**config.mk**
```make
export PLATFORM = sky130hd
export DESIGN_NAME = tpm_monitor
export DESIGN_NICKNAME = d
export VERILOG_FILES = /design/src/core/tpm_pkg.sv /design/src/core/tpm_hyst_cmp.sv /design/src/core/tpm_monitor.sv
export SDC_FILE = /design/constraint.sdc
export NUM_CORES = 1
export LEC_CHECK = 0
export ABC_AREA = 1
export BUFFER_PORTS_ARGS = -buffer_cell sky130_fd_sc_hd__buf_2
export CAP_MARGIN = 5
export CORE_MARGIN = 2
export CORE_UTILIZATION = 30
export DETAILED_ROUTE_END_ITERATION = 10
export PLACE_DENSITY = 0.56
export SYNTH_ARGS = -nofsm -noshare
export SYNTH_HDL_FRONTEND = slang
export SYNTH_HIERARCHICAL = 1
export SYNTH_SLANG_ARGS = --single-unit
```
**constraint.sdc**
```tcl
create_clock -name ref_clk -period 5.5 [get_ports ref_clk]
set_clock_uncertainty 0.2 [all_clocks]
set_input_delay 0.55 -clock ref_clk [delete_from_list [all_inputs] [get_ports ref_clk]]
set_output_delay 0.55 -clock ref_clk [all_outputs]
set_load 0.02 [all_outputs]
```
**src/core/tpm_pkg.sv**
```systemverilog
// Package: constants and carriers for the thermal protection monitor
package tpm_pkg;
    // ------------------------------------------------------------
    // Register indices (byte address is four times the index)
    // ------------------------------------------------------------
    localparam int ADR_W = 10;
    localparam logic [7:0] IDX_PWR_STATUS = 8'h01;
    localparam logic [7:0] IDX_IRQ_EN = 8'h43;
    localparam logic [7:0] IDX_CODE_HI = 8'h58;
    localparam logic [7:0] IDX_CODE_LO = 8'h59;
    localparam logic [7:0] IDX_ADC_EN = 8'h82;
    localparam logic [7:0] IDX_BIAS = 8'h84;
    localparam logic [7:0] IDX_SHDN = 8'h8f;
    localparam logic [7:0] IDX_UT1 = 8'h38;
    localparam logic [7:0] IDX_OT1 = 8'h39;
    localparam logic [7:0] IDX_UT2 = 8'h3c;
    localparam logic [7:0] IDX_OT2 = 8'h3d;

    // ------------------------------------------------------------
    // Field positions
    // ------------------------------------------------------------
    localparam int F_DIE_OT = 7;
    localparam int F_BATT_OK = 6;
    localparam int F_IRQ_DIE_OT = 7;
    localparam int F_TS_ADC_EN = 0;
    localparam int F_BIAS_MAG = 4;
    localparam int F_PIN_FUNC = 2;
    localparam int F_BIAS_GATE = 0;
    localparam int F_SHDN_L3 = 2;
    localparam int F_CODE_HI = 4;

    // ------------------------------------------------------------
    // Modes and carriers
    // ------------------------------------------------------------
    typedef enum logic [1:0] {
        GATE_OFF = 2'h0,
        GATE_CHG = 2'h1,
        GATE_ADC = 2'h2,
        GATE_ON = 2'h3
    } tpm_gate_t;

    typedef struct packed {
        logic irqEnDieOt;
        logic tsAdcEn;
        logic [1:0] biasMag;
        logic pinFunc;
        tpm_gate_t biasGate;
        logic shdnEnL3;
    } tpm_cfg_t;

    localparam tpm_cfg_t CFG_RST = '{
        irqEnDieOt: 1'b0, tsAdcEn: 1'b0, biasMag: 2'h3,
        pinFunc: 1'b0, biasGate: GATE_ADC, shdnEnL3: 1'b0};

    localparam logic [7:0] RST_UT1 = 8'ha5;
    localparam logic [7:0] RST_OT1 = 8'h1e;
    localparam logic [7:0] RST_UT2 = 8'hfb;
    localparam logic [7:0] RST_OT2 = 8'h16;

    // ------------------------------------------------------------
    // Hysteresis and level spacing
    // ------------------------------------------------------------
    localparam int ADC_LSB_DMV = 8;
    localparam int HYST_UT_DMV = 4608;
    localparam int HYST_OT_DMV = 576;
    localparam int HYST_UT_CODES = HYST_UT_DMV / ADC_LSB_DMV;
    localparam int HYST_OT_CODES = HYST_OT_DMV / ADC_LSB_DMV;
    localparam int DIE_LSB_MC = 106;
    localparam int DIE_STEP_MC = 6800;
    localparam int DIE_HYST_MC = 13600;
    localparam int DIE_STEP_CODES = DIE_STEP_MC / DIE_LSB_MC;
    localparam int DIE_HYST_CODES = DIE_HYST_MC / DIE_LSB_MC;
endpackage : tpm_pkg

```
**src/core/tpm_hyst_cmp.sv**
```systemverilog
// Threshold comparator with hysteresis, evaluated per sample
`timescale 1ns/1ps
`default_nettype none
module tpm_hyst_cmp
    import tpm_pkg::*;
#(
    parameter int W = 12
) (
    input wire logic ref_clk,
    input wire logic resetn,
    input wire logic sample,
    input wire logic clear,
    input wire logic upDir,
    input wire logic [W-1:0] value,
    input wire logic signed [W+1:0] setLvl,
    input wire logic signed [W+1:0] clrLvl,
    output logic active,
    output logic setPulse,
    output logic clrPulse
);
    logic active_ff;
    logic setPulse_ff;
    logic clrPulse_ff;
    logic signed [W+1:0] valS;
    logic trip;
    logic rel;

    assign valS = $signed({2'b00, value});
    assign trip = upDir ? (valS > setLvl) : (valS < setLvl);
    assign rel = upDir ? (valS < clrLvl) : (valS > clrLvl);

    // ------------------------------------------------------------
    // State and edge pulses
    // ------------------------------------------------------------
    always_ff @(posedge ref_clk or negedge resetn) begin
        if (!resetn) begin
            active_ff <= 1'b0;
        end else if (clear) begin
            active_ff <= 1'b0;
        end else if (sample && !active_ff && trip) begin
            active_ff <= 1'b1;
        end else if (sample && active_ff && rel) begin
            active_ff <= 1'b0;
        end
    end

    always_ff @(posedge ref_clk or negedge resetn) begin
        if (!resetn) begin
            setPulse_ff <= 1'b0;
            clrPulse_ff <= 1'b0;
        end else begin
            setPulse_ff <= !clear && sample && !active_ff && trip;
            clrPulse_ff <= !clear && sample && active_ff && rel;
        end
    end

    assign active = active_ff;
    assign setPulse = setPulse_ff;
    assign clrPulse = clrPulse_ff;
endmodule : tpm_hyst_cmp
`default_nettype wire

```
**src/core/tpm_monitor.sv**
```systemverilog
// Thermal protection monitor: die levels, thermistor bias and battery limits
`timescale 1ns/1ps
`default_nettype none
module tpm_monitor
    import tpm_pkg::*;
#(
    parameter int CODE_W = 12,
    parameter int DIE_L1_CODE = 2900
) (
    input wire logic ref_clk,
    input wire logic resetn,
    input wire logic wbCyc,
    input wire logic wbStb,
    input wire logic wbWe,
    input wire logic [ADR_W-1:0] wbAdr,
    input wire logic [3:0] wbSel,
    input wire logic [31:0] wbDatI,
    output logic [31:0] wbDatO,
    output logic wbAck,
    input wire logic [CODE_W-1:0] dieCode,
    input wire logic dieValid,
    input wire logic [CODE_W-1:0] tsCode,
    input wire logic tsValid,
    input wire logic charging,
    input wire logic adcPhase,
    output logic biasOn,
    output logic [1:0] biasMag,
    output logic tsToAdc,
    output logic gpadcBlocked,
    output logic chargeThrottle,
    output logic chargeStop,
    output logic shutdownReq,
    output logic dieOtIrq,
    output logic battIrq
);
    localparam int LW = CODE_W + 2;

    tpm_cfg_t cfg_ff;
    logic [7:0] thr_ff [4];
    logic [CODE_W-1:0] tsCode_ff;
    logic ack_ff;
    logic [31:0] wbDatO_ff;
    logic throttle_ff;
    logic stop_ff;
    logic shdn_ff;
    logic dieIrq_ff;
    logic battIrq_ff;
    logic req;
    logic wrEn;
    logic [7:0] idx;
    logic [7:0] rdByte;
    logic [2:0] dieLvl;
    logic [2:0] dieSetP;
    logic [3:0] batAct;
    logic [3:0] batSetP;
    logic [3:0] batClrP;
    logic battEval;
    logic irqAllowed;
    logic battEvent;
    logic battFault1;

    // ------------------------------------------------------------
    // Wishbone slave
    // ------------------------------------------------------------
    assign req = wbCyc && wbStb && !ack_ff;
    assign wrEn = req && wbWe && wbSel[0];
    assign idx = wbAdr[ADR_W-1:2];

    always_ff @(posedge ref_clk or negedge resetn) begin
        if (!resetn) begin
            ack_ff <= 1'b0;
        end else begin
            ack_ff <= req;
        end
    end

    always_comb begin
        rdByte = 8'h00;
        case (idx)
            IDX_PWR_STATUS: begin
                rdByte[F_DIE_OT] = dieLvl[1];
                rdByte[F_BATT_OK] = !battFault1;
            end
            IDX_IRQ_EN: rdByte[F_IRQ_DIE_OT] = cfg_ff.irqEnDieOt;
            IDX_CODE_HI: rdByte = tsCode_ff[CODE_W-1:F_CODE_HI];
            IDX_CODE_LO: rdByte[F_CODE_HI-1:0] = tsCode_ff[F_CODE_HI-1:0];
            IDX_ADC_EN: rdByte[F_TS_ADC_EN] = cfg_ff.tsAdcEn;
            IDX_BIAS: begin
                rdByte[F_BIAS_MAG+:2] = cfg_ff.biasMag;
                rdByte[F_PIN_FUNC] = cfg_ff.pinFunc;
                rdByte[F_BIAS_GATE+:2] = cfg_ff.biasGate;
            end
            IDX_SHDN: rdByte[F_SHDN_L3] = cfg_ff.shdnEnL3;
            IDX_UT1: rdByte = thr_ff[0];
            IDX_OT1: rdByte = thr_ff[1];
            IDX_UT2: rdByte = thr_ff[2];
            IDX_OT2: rdByte = thr_ff[3];
            default: rdByte = 8'h00;
        endcase
    end

    always_ff @(posedge ref_clk or negedge resetn) begin
        if (!resetn) begin
            wbDatO_ff <= 32'h0000_0000;
        end else if (req && !wbWe) begin
            wbDatO_ff <= {24'h00_0000, rdByte};
        end
    end

    assign wbAck = ack_ff;
    assign wbDatO = wbDatO_ff;

    // ------------------------------------------------------------
    // Configuration registers
    // ------------------------------------------------------------
    always_ff @(posedge ref_clk or negedge resetn) begin
        if (!resetn) begin
            cfg_ff <= CFG_RST;
        end else if (wrEn) begin
            case (idx)
                IDX_IRQ_EN: cfg_ff.irqEnDieOt <= wbDatI[F_IRQ_DIE_OT];
                IDX_ADC_EN: cfg_ff.tsAdcEn <= wbDatI[F_TS_ADC_EN];
                IDX_BIAS: begin
                    cfg_ff.biasMag <= wbDatI[F_BIAS_MAG+:2];
                    cfg_ff.pinFunc <= wbDatI[F_PIN_FUNC];
                    cfg_ff.biasGate <= tpm_gate_t'(wbDatI[F_BIAS_GATE+:2]);
                end
                IDX_SHDN: cfg_ff.shdnEnL3 <= wbDatI[F_SHDN_L3];
                default: cfg_ff <= cfg_ff;
            endcase
        end
    end

    // Battery thresholds, upper eight code bits
    always_ff @(posedge ref_clk or negedge resetn) begin
        if (!resetn) begin
            thr_ff[0] <= RST_UT1;
            thr_ff[1] <= RST_OT1;
            thr_ff[2] <= RST_UT2;
            thr_ff[3] <= RST_OT2;
        end else if (wrEn) begin
            case (idx)
                IDX_UT1: thr_ff[0] <= wbDatI[7:0];
                IDX_OT1: thr_ff[1] <= wbDatI[7:0];
                IDX_UT2: thr_ff[2] <= wbDatI[7:0];
                IDX_OT2: thr_ff[3] <= wbDatI[7:0];
                default: thr_ff[0] <= thr_ff[0];
            endcase
        end
    end

    // ------------------------------------------------------------
    // Thermistor bias and conversion capture
    // ------------------------------------------------------------
    always_comb begin
        unique case (cfg_ff.biasGate)
            GATE_OFF: biasOn = 1'b0;
            GATE_CHG: biasOn = charging;
            GATE_ADC: biasOn = adcPhase;
            GATE_ON: biasOn = 1'b1;
        endcase
    end

    assign biasMag = cfg_ff.biasMag;
    assign gpadcBlocked = cfg_ff.biasGate == GATE_ON;
    assign tsToAdc = cfg_ff.tsAdcEn && !cfg_ff.pinFunc;

    // Code arrives already scaled at 0.8 mV per step
    always_ff @(posedge ref_clk or negedge resetn) begin
        if (!resetn) begin
            tsCode_ff <= '0;
        end else if (tsValid && tsToAdc) begin
            tsCode_ff <= tsCode;
        end
    end

    // ------------------------------------------------------------
    // Die temperature levels
    // ------------------------------------------------------------
    for (genvar g = 0; g < 3; g++) begin : g_die
        localparam int SET = DIE_L1_CODE + g * DIE_STEP_CODES;
        tpm_hyst_cmp #(.W(CODE_W)) u_cmp (
            .ref_clk(ref_clk),
            .resetn(resetn),
            .sample(dieValid),
            .clear(1'b0),
            .upDir(1'b1),
            .value(dieCode),
            .setLvl(LW'(SET)),
            .clrLvl(LW'(SET - DIE_HYST_CODES)),
            .active(dieLvl[g]),
            .setPulse(dieSetP[g]),
            .clrPulse()
        );
    end

    // ------------------------------------------------------------
    // Battery thresholds: 0 UT1, 1 OT1, 2 UT2, 3 OT2
    // ------------------------------------------------------------
    assign battEval = cfg_ff.tsAdcEn && !cfg_ff.pinFunc;

    for (genvar b = 0; b < 4; b++) begin : g_bat
        localparam bit UNDER = (b % 2) == 0;
        logic signed [LW-1:0] setL;
        logic signed [LW-1:0] clrL;
        assign setL = $signed({2'b00, thr_ff[b], 4'h0});
        assign clrL = UNDER ? setL - LW'(HYST_UT_CODES)
                            : setL + LW'(HYST_OT_CODES);
        tpm_hyst_cmp #(.W(CODE_W)) u_cmp (
            .ref_clk(ref_clk),
            .resetn(resetn),
            .sample(tsValid && battEval),
            .clear(cfg_ff.pinFunc),
            .upDir(UNDER),
            .value(tsCode),
            .setLvl(setL),
            .clrLvl(clrL),
            .active(batAct[b]),
            .setPulse(batSetP[b]),
            .clrPulse(batClrP[b])
        );
    end

    assign battFault1 = batAct[0] || batAct[1];

    always_comb begin
        unique case (cfg_ff.biasGate)
            GATE_OFF: irqAllowed = 1'b0;
            GATE_CHG: irqAllowed = charging;
            GATE_ADC, GATE_ON: irqAllowed = 1'b1;
        endcase
    end

    assign battEvent = |batSetP || batClrP[0] || batClrP[1];

    // ------------------------------------------------------------
    // Charger, shutdown and event outputs
    // ------------------------------------------------------------
    always_ff @(posedge ref_clk or negedge resetn) begin
        if (!resetn) begin
            throttle_ff <= 1'b0;
            stop_ff <= 1'b0;
            shdn_ff <= 1'b0;
        end else begin
            throttle_ff <= |dieLvl;
            stop_ff <= battFault1;
            shdn_ff <= dieLvl[2] && cfg_ff.shdnEnL3;
        end
    end

    always_ff @(posedge ref_clk or negedge resetn) begin
        if (!resetn) begin
            dieIrq_ff <= 1'b0;
            battIrq_ff <= 1'b0;
        end else begin
            dieIrq_ff <= dieSetP[1] && cfg_ff.irqEnDieOt;
            battIrq_ff <= battEvent && battEval && irqAllowed;
        end
    end

    assign chargeThrottle = throttle_ff;
    assign chargeStop = stop_ff;
    assign shutdownReq = shdn_ff;
    assign dieOtIrq = dieIrq_ff;
    assign battIrq = battIrq_ff;
endmodule : tpm_monitor
`default_nettype wire

```
**Yosys cells after proc, flatten, opt, wreduce, memory -nomap -nowiden**

Index checks and enable logic that the tools add are counted.

- Bits in registers: 80
- Output and inout port bits: 43
- Logic and storage cells: 176

- $add $sub $neg: 4
- $lt $le $gt $ge: 14
- Equality and inequality tests: 14
- Multiplexer cells: 27
- Reduce and logical (&&, ||, !) cells: 85

Operator list:

| kind | number |
|---|---|
| 1-bit logical AND | 52 |
| 12-bit > comparator, second input constant | 3 |
| 12-bit less-than comparator, second input constant | 3 |
| 8-bit by 6-bit == test with 1-bit output, second input constant | 4 |
| 12-bit by 7-bit adder with 13-bit output, second input constant | 2 |
| 12-bit by 13-bit > comparator with 1-bit output | 2 |
| 13-bit less-than comparator | 2 |
| 12-bit by 10-bit subtractor with 13-bit output, second input constant | 2 |
| 8-bit by 7-bit == test with 1-bit output, second input constant | 3 |
| 8-bit == test, second input constant | 3 |
| 12-bit > comparator | 2 |
| 12-bit less-than comparator | 2 |
| 1-bit 2-to-1 mux | 18 |
| 1-bit case mux with 8 select lines | 2 |
| 2-bit AND reduction | 8 |
| 1-bit case mux with 7 select lines | 2 |
| 1-bit case mux with 6 select lines | 2 |
| 2-bit case mux with 6 select lines | 1 |
| 3-bit nonzero test | 4 |
| 1-bit zero test | 11 |
| 8-bit by 1-bit == test with 1-bit output, second input constant | 1 |
| 2-bit nonzero test | 3 |
| 2-bit == test, second input constant | 2 |
| 1-bit case mux with 4 select lines | 1 |
| 7 further kinds | 9 |

**Logic depth before layout (Yosys ltp)**

- Depth in word-level cells: 8
- Gate-level depth with buffers: 18

**By module**

The synthesis kept the hierarchy.

Modules (own cells, without submodules):

| module | times used | cells an instance | area an instance (um2) | sequential area each (um2) |
|---|---|---|---|---|
| tpm_hyst_cmp | 7 | 133 | 863.3 | 75.1 |
| tpm_monitor | 1 | 487 | 3883.7 | 1677.9 |

**Worst setup path before layout**

No wires, ideal clock.

- Path kind: register to register
- Start point: register thr_ff (netlist bit g_bat[2].setL[6])
- End point: register g_bat[2].u_cmp.active_ff
- Setup time: 0.118 ns
- Arrival time: 1.970 ns
- Slack: 3.212 ns
- Stages on the path, launching flop included: 18
- Cells stage by stage: dfrtp_1 inv_1 ha_1 inv_1 o21ai_0 xor2_1 inv_1 ha_1 nand2_2 inv_1 nand2_1 nand3_1 nand2_1 nand3_2 nand2_1 nand3_2 nand2_1 nand2_1

- Word-level cells in the longest chain between the ends: 4
- Elaborated cells on any way between the ends: 8
- Classes of those cells: 1 x add/sub; 2 x order compare; 2 x mux; 3 x reduce/logical

RTL lines:

| what | line | source |
|---|---|---|
| start: declaration | tpm_monitor.sv:39 | `logic [7:0] thr_ff [4];` |
| 12-bit by 10-bit subtractor with 13-bit output | tpm_monitor.sv:207 | `assign clrL = UNDER ? setL - LW'(HYST_UT_CODES)` |
| named net g_bat[2].clrL[6] | tpm_monitor.sv:205 | `logic signed [LW-1:0] clrL;` |
| 13-bit less-than comparator | tpm_hyst_cmp.sv:30 | `assign rel = upDir ? (valS < clrLvl) : (valS > clrLvl);` |
| 1-bit logical AND | tpm_hyst_cmp.sv:42 | `end else if (sample && active_ff && rel) begin` |
| 3-bit nonzero test (no source line) | - |  |
| end signal: assignment | tpm_hyst_cmp.sv:37 | `active_ff <= 1'b0;` |
| end signal: assignment | tpm_hyst_cmp.sv:41 | `active_ff <= 1'b1;` |
| end signal: assignment | tpm_hyst_cmp.sv:43 | `active_ff <= 1'b0;` |
| end: declaration | tpm_hyst_cmp.sv:21 | `logic active_ff;` |

The timed path passes the listed nets, and every way through them passes these cells.
A chain may end at the register's enable or synchronous reset.

**Final worst setup path**

- Start point: register cfg_ff[3] (netlist bit)
- End point: register g_bat[3].u_cmp.setPulse_ff

- Word-level cells in the longest chain between the ends: 6

RTL lines:

| what | line | source |
|---|---|---|
| start: declaration | tpm_monitor.sv:38 | `tpm_cfg_t cfg_ff;` |
| start signal: assignment | tpm_monitor.sv:129 | `default: cfg_ff <= cfg_ff;` |
| 1-bit zero test * | tpm_hyst_cmp.sv:52, tpm_monitor.sv:200 |  |
| 1-bit logical AND | tpm_monitor.sv:200 | `assign battEval = cfg_ff.tsAdcEn && !cfg_ff.pinFunc;` |
| 1-bit logical AND | tpm_monitor.sv:212 | `.sample(tsValid && battEval),` |
| 1-bit logical AND * (3 in series) | tpm_hyst_cmp.sv:52 | `setPulse_ff <= !clear && sample && !active_ff && trip;` |
| end signal: assignment | tpm_hyst_cmp.sv:52 |  |
| end: declaration | tpm_hyst_cmp.sv:22 | `logic setPulse_ff;` |

Every way passes the cells marked *; elsewhere a longest branch is shown, timed or not.

==> results_dict.tcl <==
set metrics [dict create \
    outcome "finished, final reports clean" \
    end_kind "register" \
    sw_frac_of_total_pct 32.5 \
    port_buffers 68 \
    grt_pass1_vias 8185 \
    crit_family "buffers and inverters" \
    preCtsSetupSlack_ps 2860 \
    hold_viol_final 0 \
    regArea_um2 2030 \
    dieArea_um2 33900 \
    grt_usage_pct 15.0 \
    power.internal_mw 1.14 \
    dp_cells 2025 \
    grt_pass1_wl_um 40000 \
    holdCritPathClass "in -> reg" \
    max_freq_ghz 0.385 \
    setup_viol 0 \
    ys_warn_count 6 \
    wire_per_inst_um 11.9 \
    final_layout_size_suffix_gt1_share_pct 11.8 \
    power.density_nw_per_um2 149 \
    cts_max_level 3 \
    arrival_ps 2680 \
    postPlaceCellArea_um2 11000 \
    finalNonFillerCells 2042 \
    period_needed_ps 2600 \
    slew_headroom_pct 38.1 \
    avgSynthCellArea_um2 6.93 \
    cp.required_ps 5580 \
    dr_total_vias 8714 \
    multi_input_area_um2 6880 \
    grt-ovfl-total 0 \
    path_class "reg -> reg" \
    reg2reg_slack_ps 2900 \
    grt_max_degree 72 \
    setup-tns-final_ps 0 \
    grt.busiest_layer "met2" \
    syn_inst 1404 \
    synthToLayoutAreaGrowth_pct 16.0 \
    ios 122 \
    diodes 0 \
    fin_util_pct 35.6 \
    drtAntennaViolNets 0 \
    slowest_stage "inv_1" \
    finalCritPeriodShare_pct 47.2 \
    drc 0 \
    critical_path.max_stage_delay_ps 670 \
    setup_ws_ps 2900 \
    crit_path_cell_trace "inv_1 > nand2_1 > inv_1 > nand2_1 > inv_1 > nor3b_1 > nand3_1 > inv_1" \
    p_sw_mw 0.547 \
    final_cell_area_um2 11300 \
    gp_congestion 0.829 \
    postRouteWirelength_um 24300 \
    cts.clk_slew.worst_paths_ps 60 \
    cts-root-buf "clkbuf_16" \
    grt_util_met3_pct 1.58 \
    drv_slew 0 \
    synth_area_um2 9730 \
    p_leak_nw 6.39 \
    cts_buffers 9 \
    drt-initial-drc-count 350 \
    power_frac_clock_pct 37.3 \
    critPathBufInv 4 \
    clk_latency_ps 350 \
    p_seq_share_pct 36.8 \
    crit_path_frequent_cell "inv_1" \
    pwr-share-comb_pct 25.9 \
    cts_buffer_depth 2 \
    nNetsFinal 1886 \
    fillers 3455 \
    die_y_um 184 \
    cp_max_fo 23 \
    ir_drop_mv 0.148 \
    cts.sinks 80 \
    cts_setup_buffers 0 \
    tightestPinTransition_ps 928 \
    vias_per_cell 4.27 \
    antenna_found_initial 1 \
    core_um2 31700 \
    rsz0062_at_grt "no" \
    start_util_pct 30.7 \
    chipWidth_um 184 \
    grt_util_met2_pct 27.7 \
    startpoint_type "register" \
    use_met1_pct 18.4 \
    dr.pass1.iters 5 \
    hpwlAfterDp_um 19800 \
    drv_cap 0 \
    cts_tree "built" \
    rows 65 \
]
[power groups by stage]
stage	Clock, mW	Combinational [mW]	Sequential [mW]
final	0.628	0.436	0.619
after global routing	0.663	0.515	0.621
after CTS	0.637	0.436	0.620
after detailed placement	0	0.433	0.630
after global placement	0	0.422	0.630
after floorplan	0	0.307	0.635
[what timing repair did]
action                                 CTS  global route
hold buffers                             1             0
resized for setup                        0             0
endpoints found under the hold margin    9             0
[path summary, 6_finish.rpt]
kind	to	start	depth (start not counted)
worst min register to register	dieOtIrq	g_die[1].u_cmp/setPulse	2
min in group asynchronous	g_bat[2].u_cmp/active	resetn	2
max in group asynchronous	tsCode_ff[11]	resetn	3
worst min-delay path	cfg_ff[3]	wbDatI[2]	3
worst max register to register	g_bat[3].u_cmp/setPulse	cfg_ff[3]	8
worst max-delay path	g_bat[3].u_cmp/setPulse	cfg_ff[3]	8
[registers in the layout, summed over array words and instances (netlist names), 2 cells and up]
signal and flops:
g_die.u_cmp/active 3, g_bat.u_cmp/active 4, biasMag 2, wbDatO 8, g_bat.setL 32, g_bat.u_cmp/clrPulse 2
cfg_ff 6, g_bat.u_cmp/setPulse 4, tsCode_ff 12
[metal layers]
metal | wire [um] | vias to the layer above
met3 | 713 | 24
met2 | 12200 | 112
li1 | - | 4692
met5 | 11 | -
met4 | 461 | 2
met1 | 10900 | 3884
[cell type report]
cell class / count / area share (%)
clock buffers: 12 / 2.27
clock inverters: 4 / 0.455
inverters: 320 / 10.7
multi-input cells: 1154 / 61.0
flip-flops and latches: 80 / 18.0
well taps: 402 / 4.46
repair buffers: 70 / 3.19
[tightest hold or removal path, delay by kind of cell]
family	cells	cell delay, ps
AND/OR/NAND/NOR	1	40
AO/OA/AOI/OAI	1	60
buffers and inverters	1	100
[stage by stage]
| stage | hold WS [ps] | power [mW] |
|---|---|---|
| 2_1_floorplan | 54.4 | 0.942 |
| 3_3_place_gp | 190 | 1.05 |
| 3_5_place_dp | 193 | 1.06 |
| 4_1_cts | 232 | 1.69 |
| 5_1_grt | 254 | 1.80 |
| 6_report | 237 | 1.68 |
[layout by cell type, fill, tap and decap left out, drive strengths merged]
master	count
buf	69
a211oi	1
dfstp	21
or3	1
clkinv	2
inv	320
clkinvlp	1
nand3	123
o21ai	67
nand2	354
nand4	28
ha	172
o21bai	21
a21oi	54
clkbuf	12
dfrtp	59
nor4	1
nor2	110
nor3b	9
conb	189
bufinv	1
xor2	15
nor3	9
dlygate4sd3	1
Power figures use the tool's default switching activity.
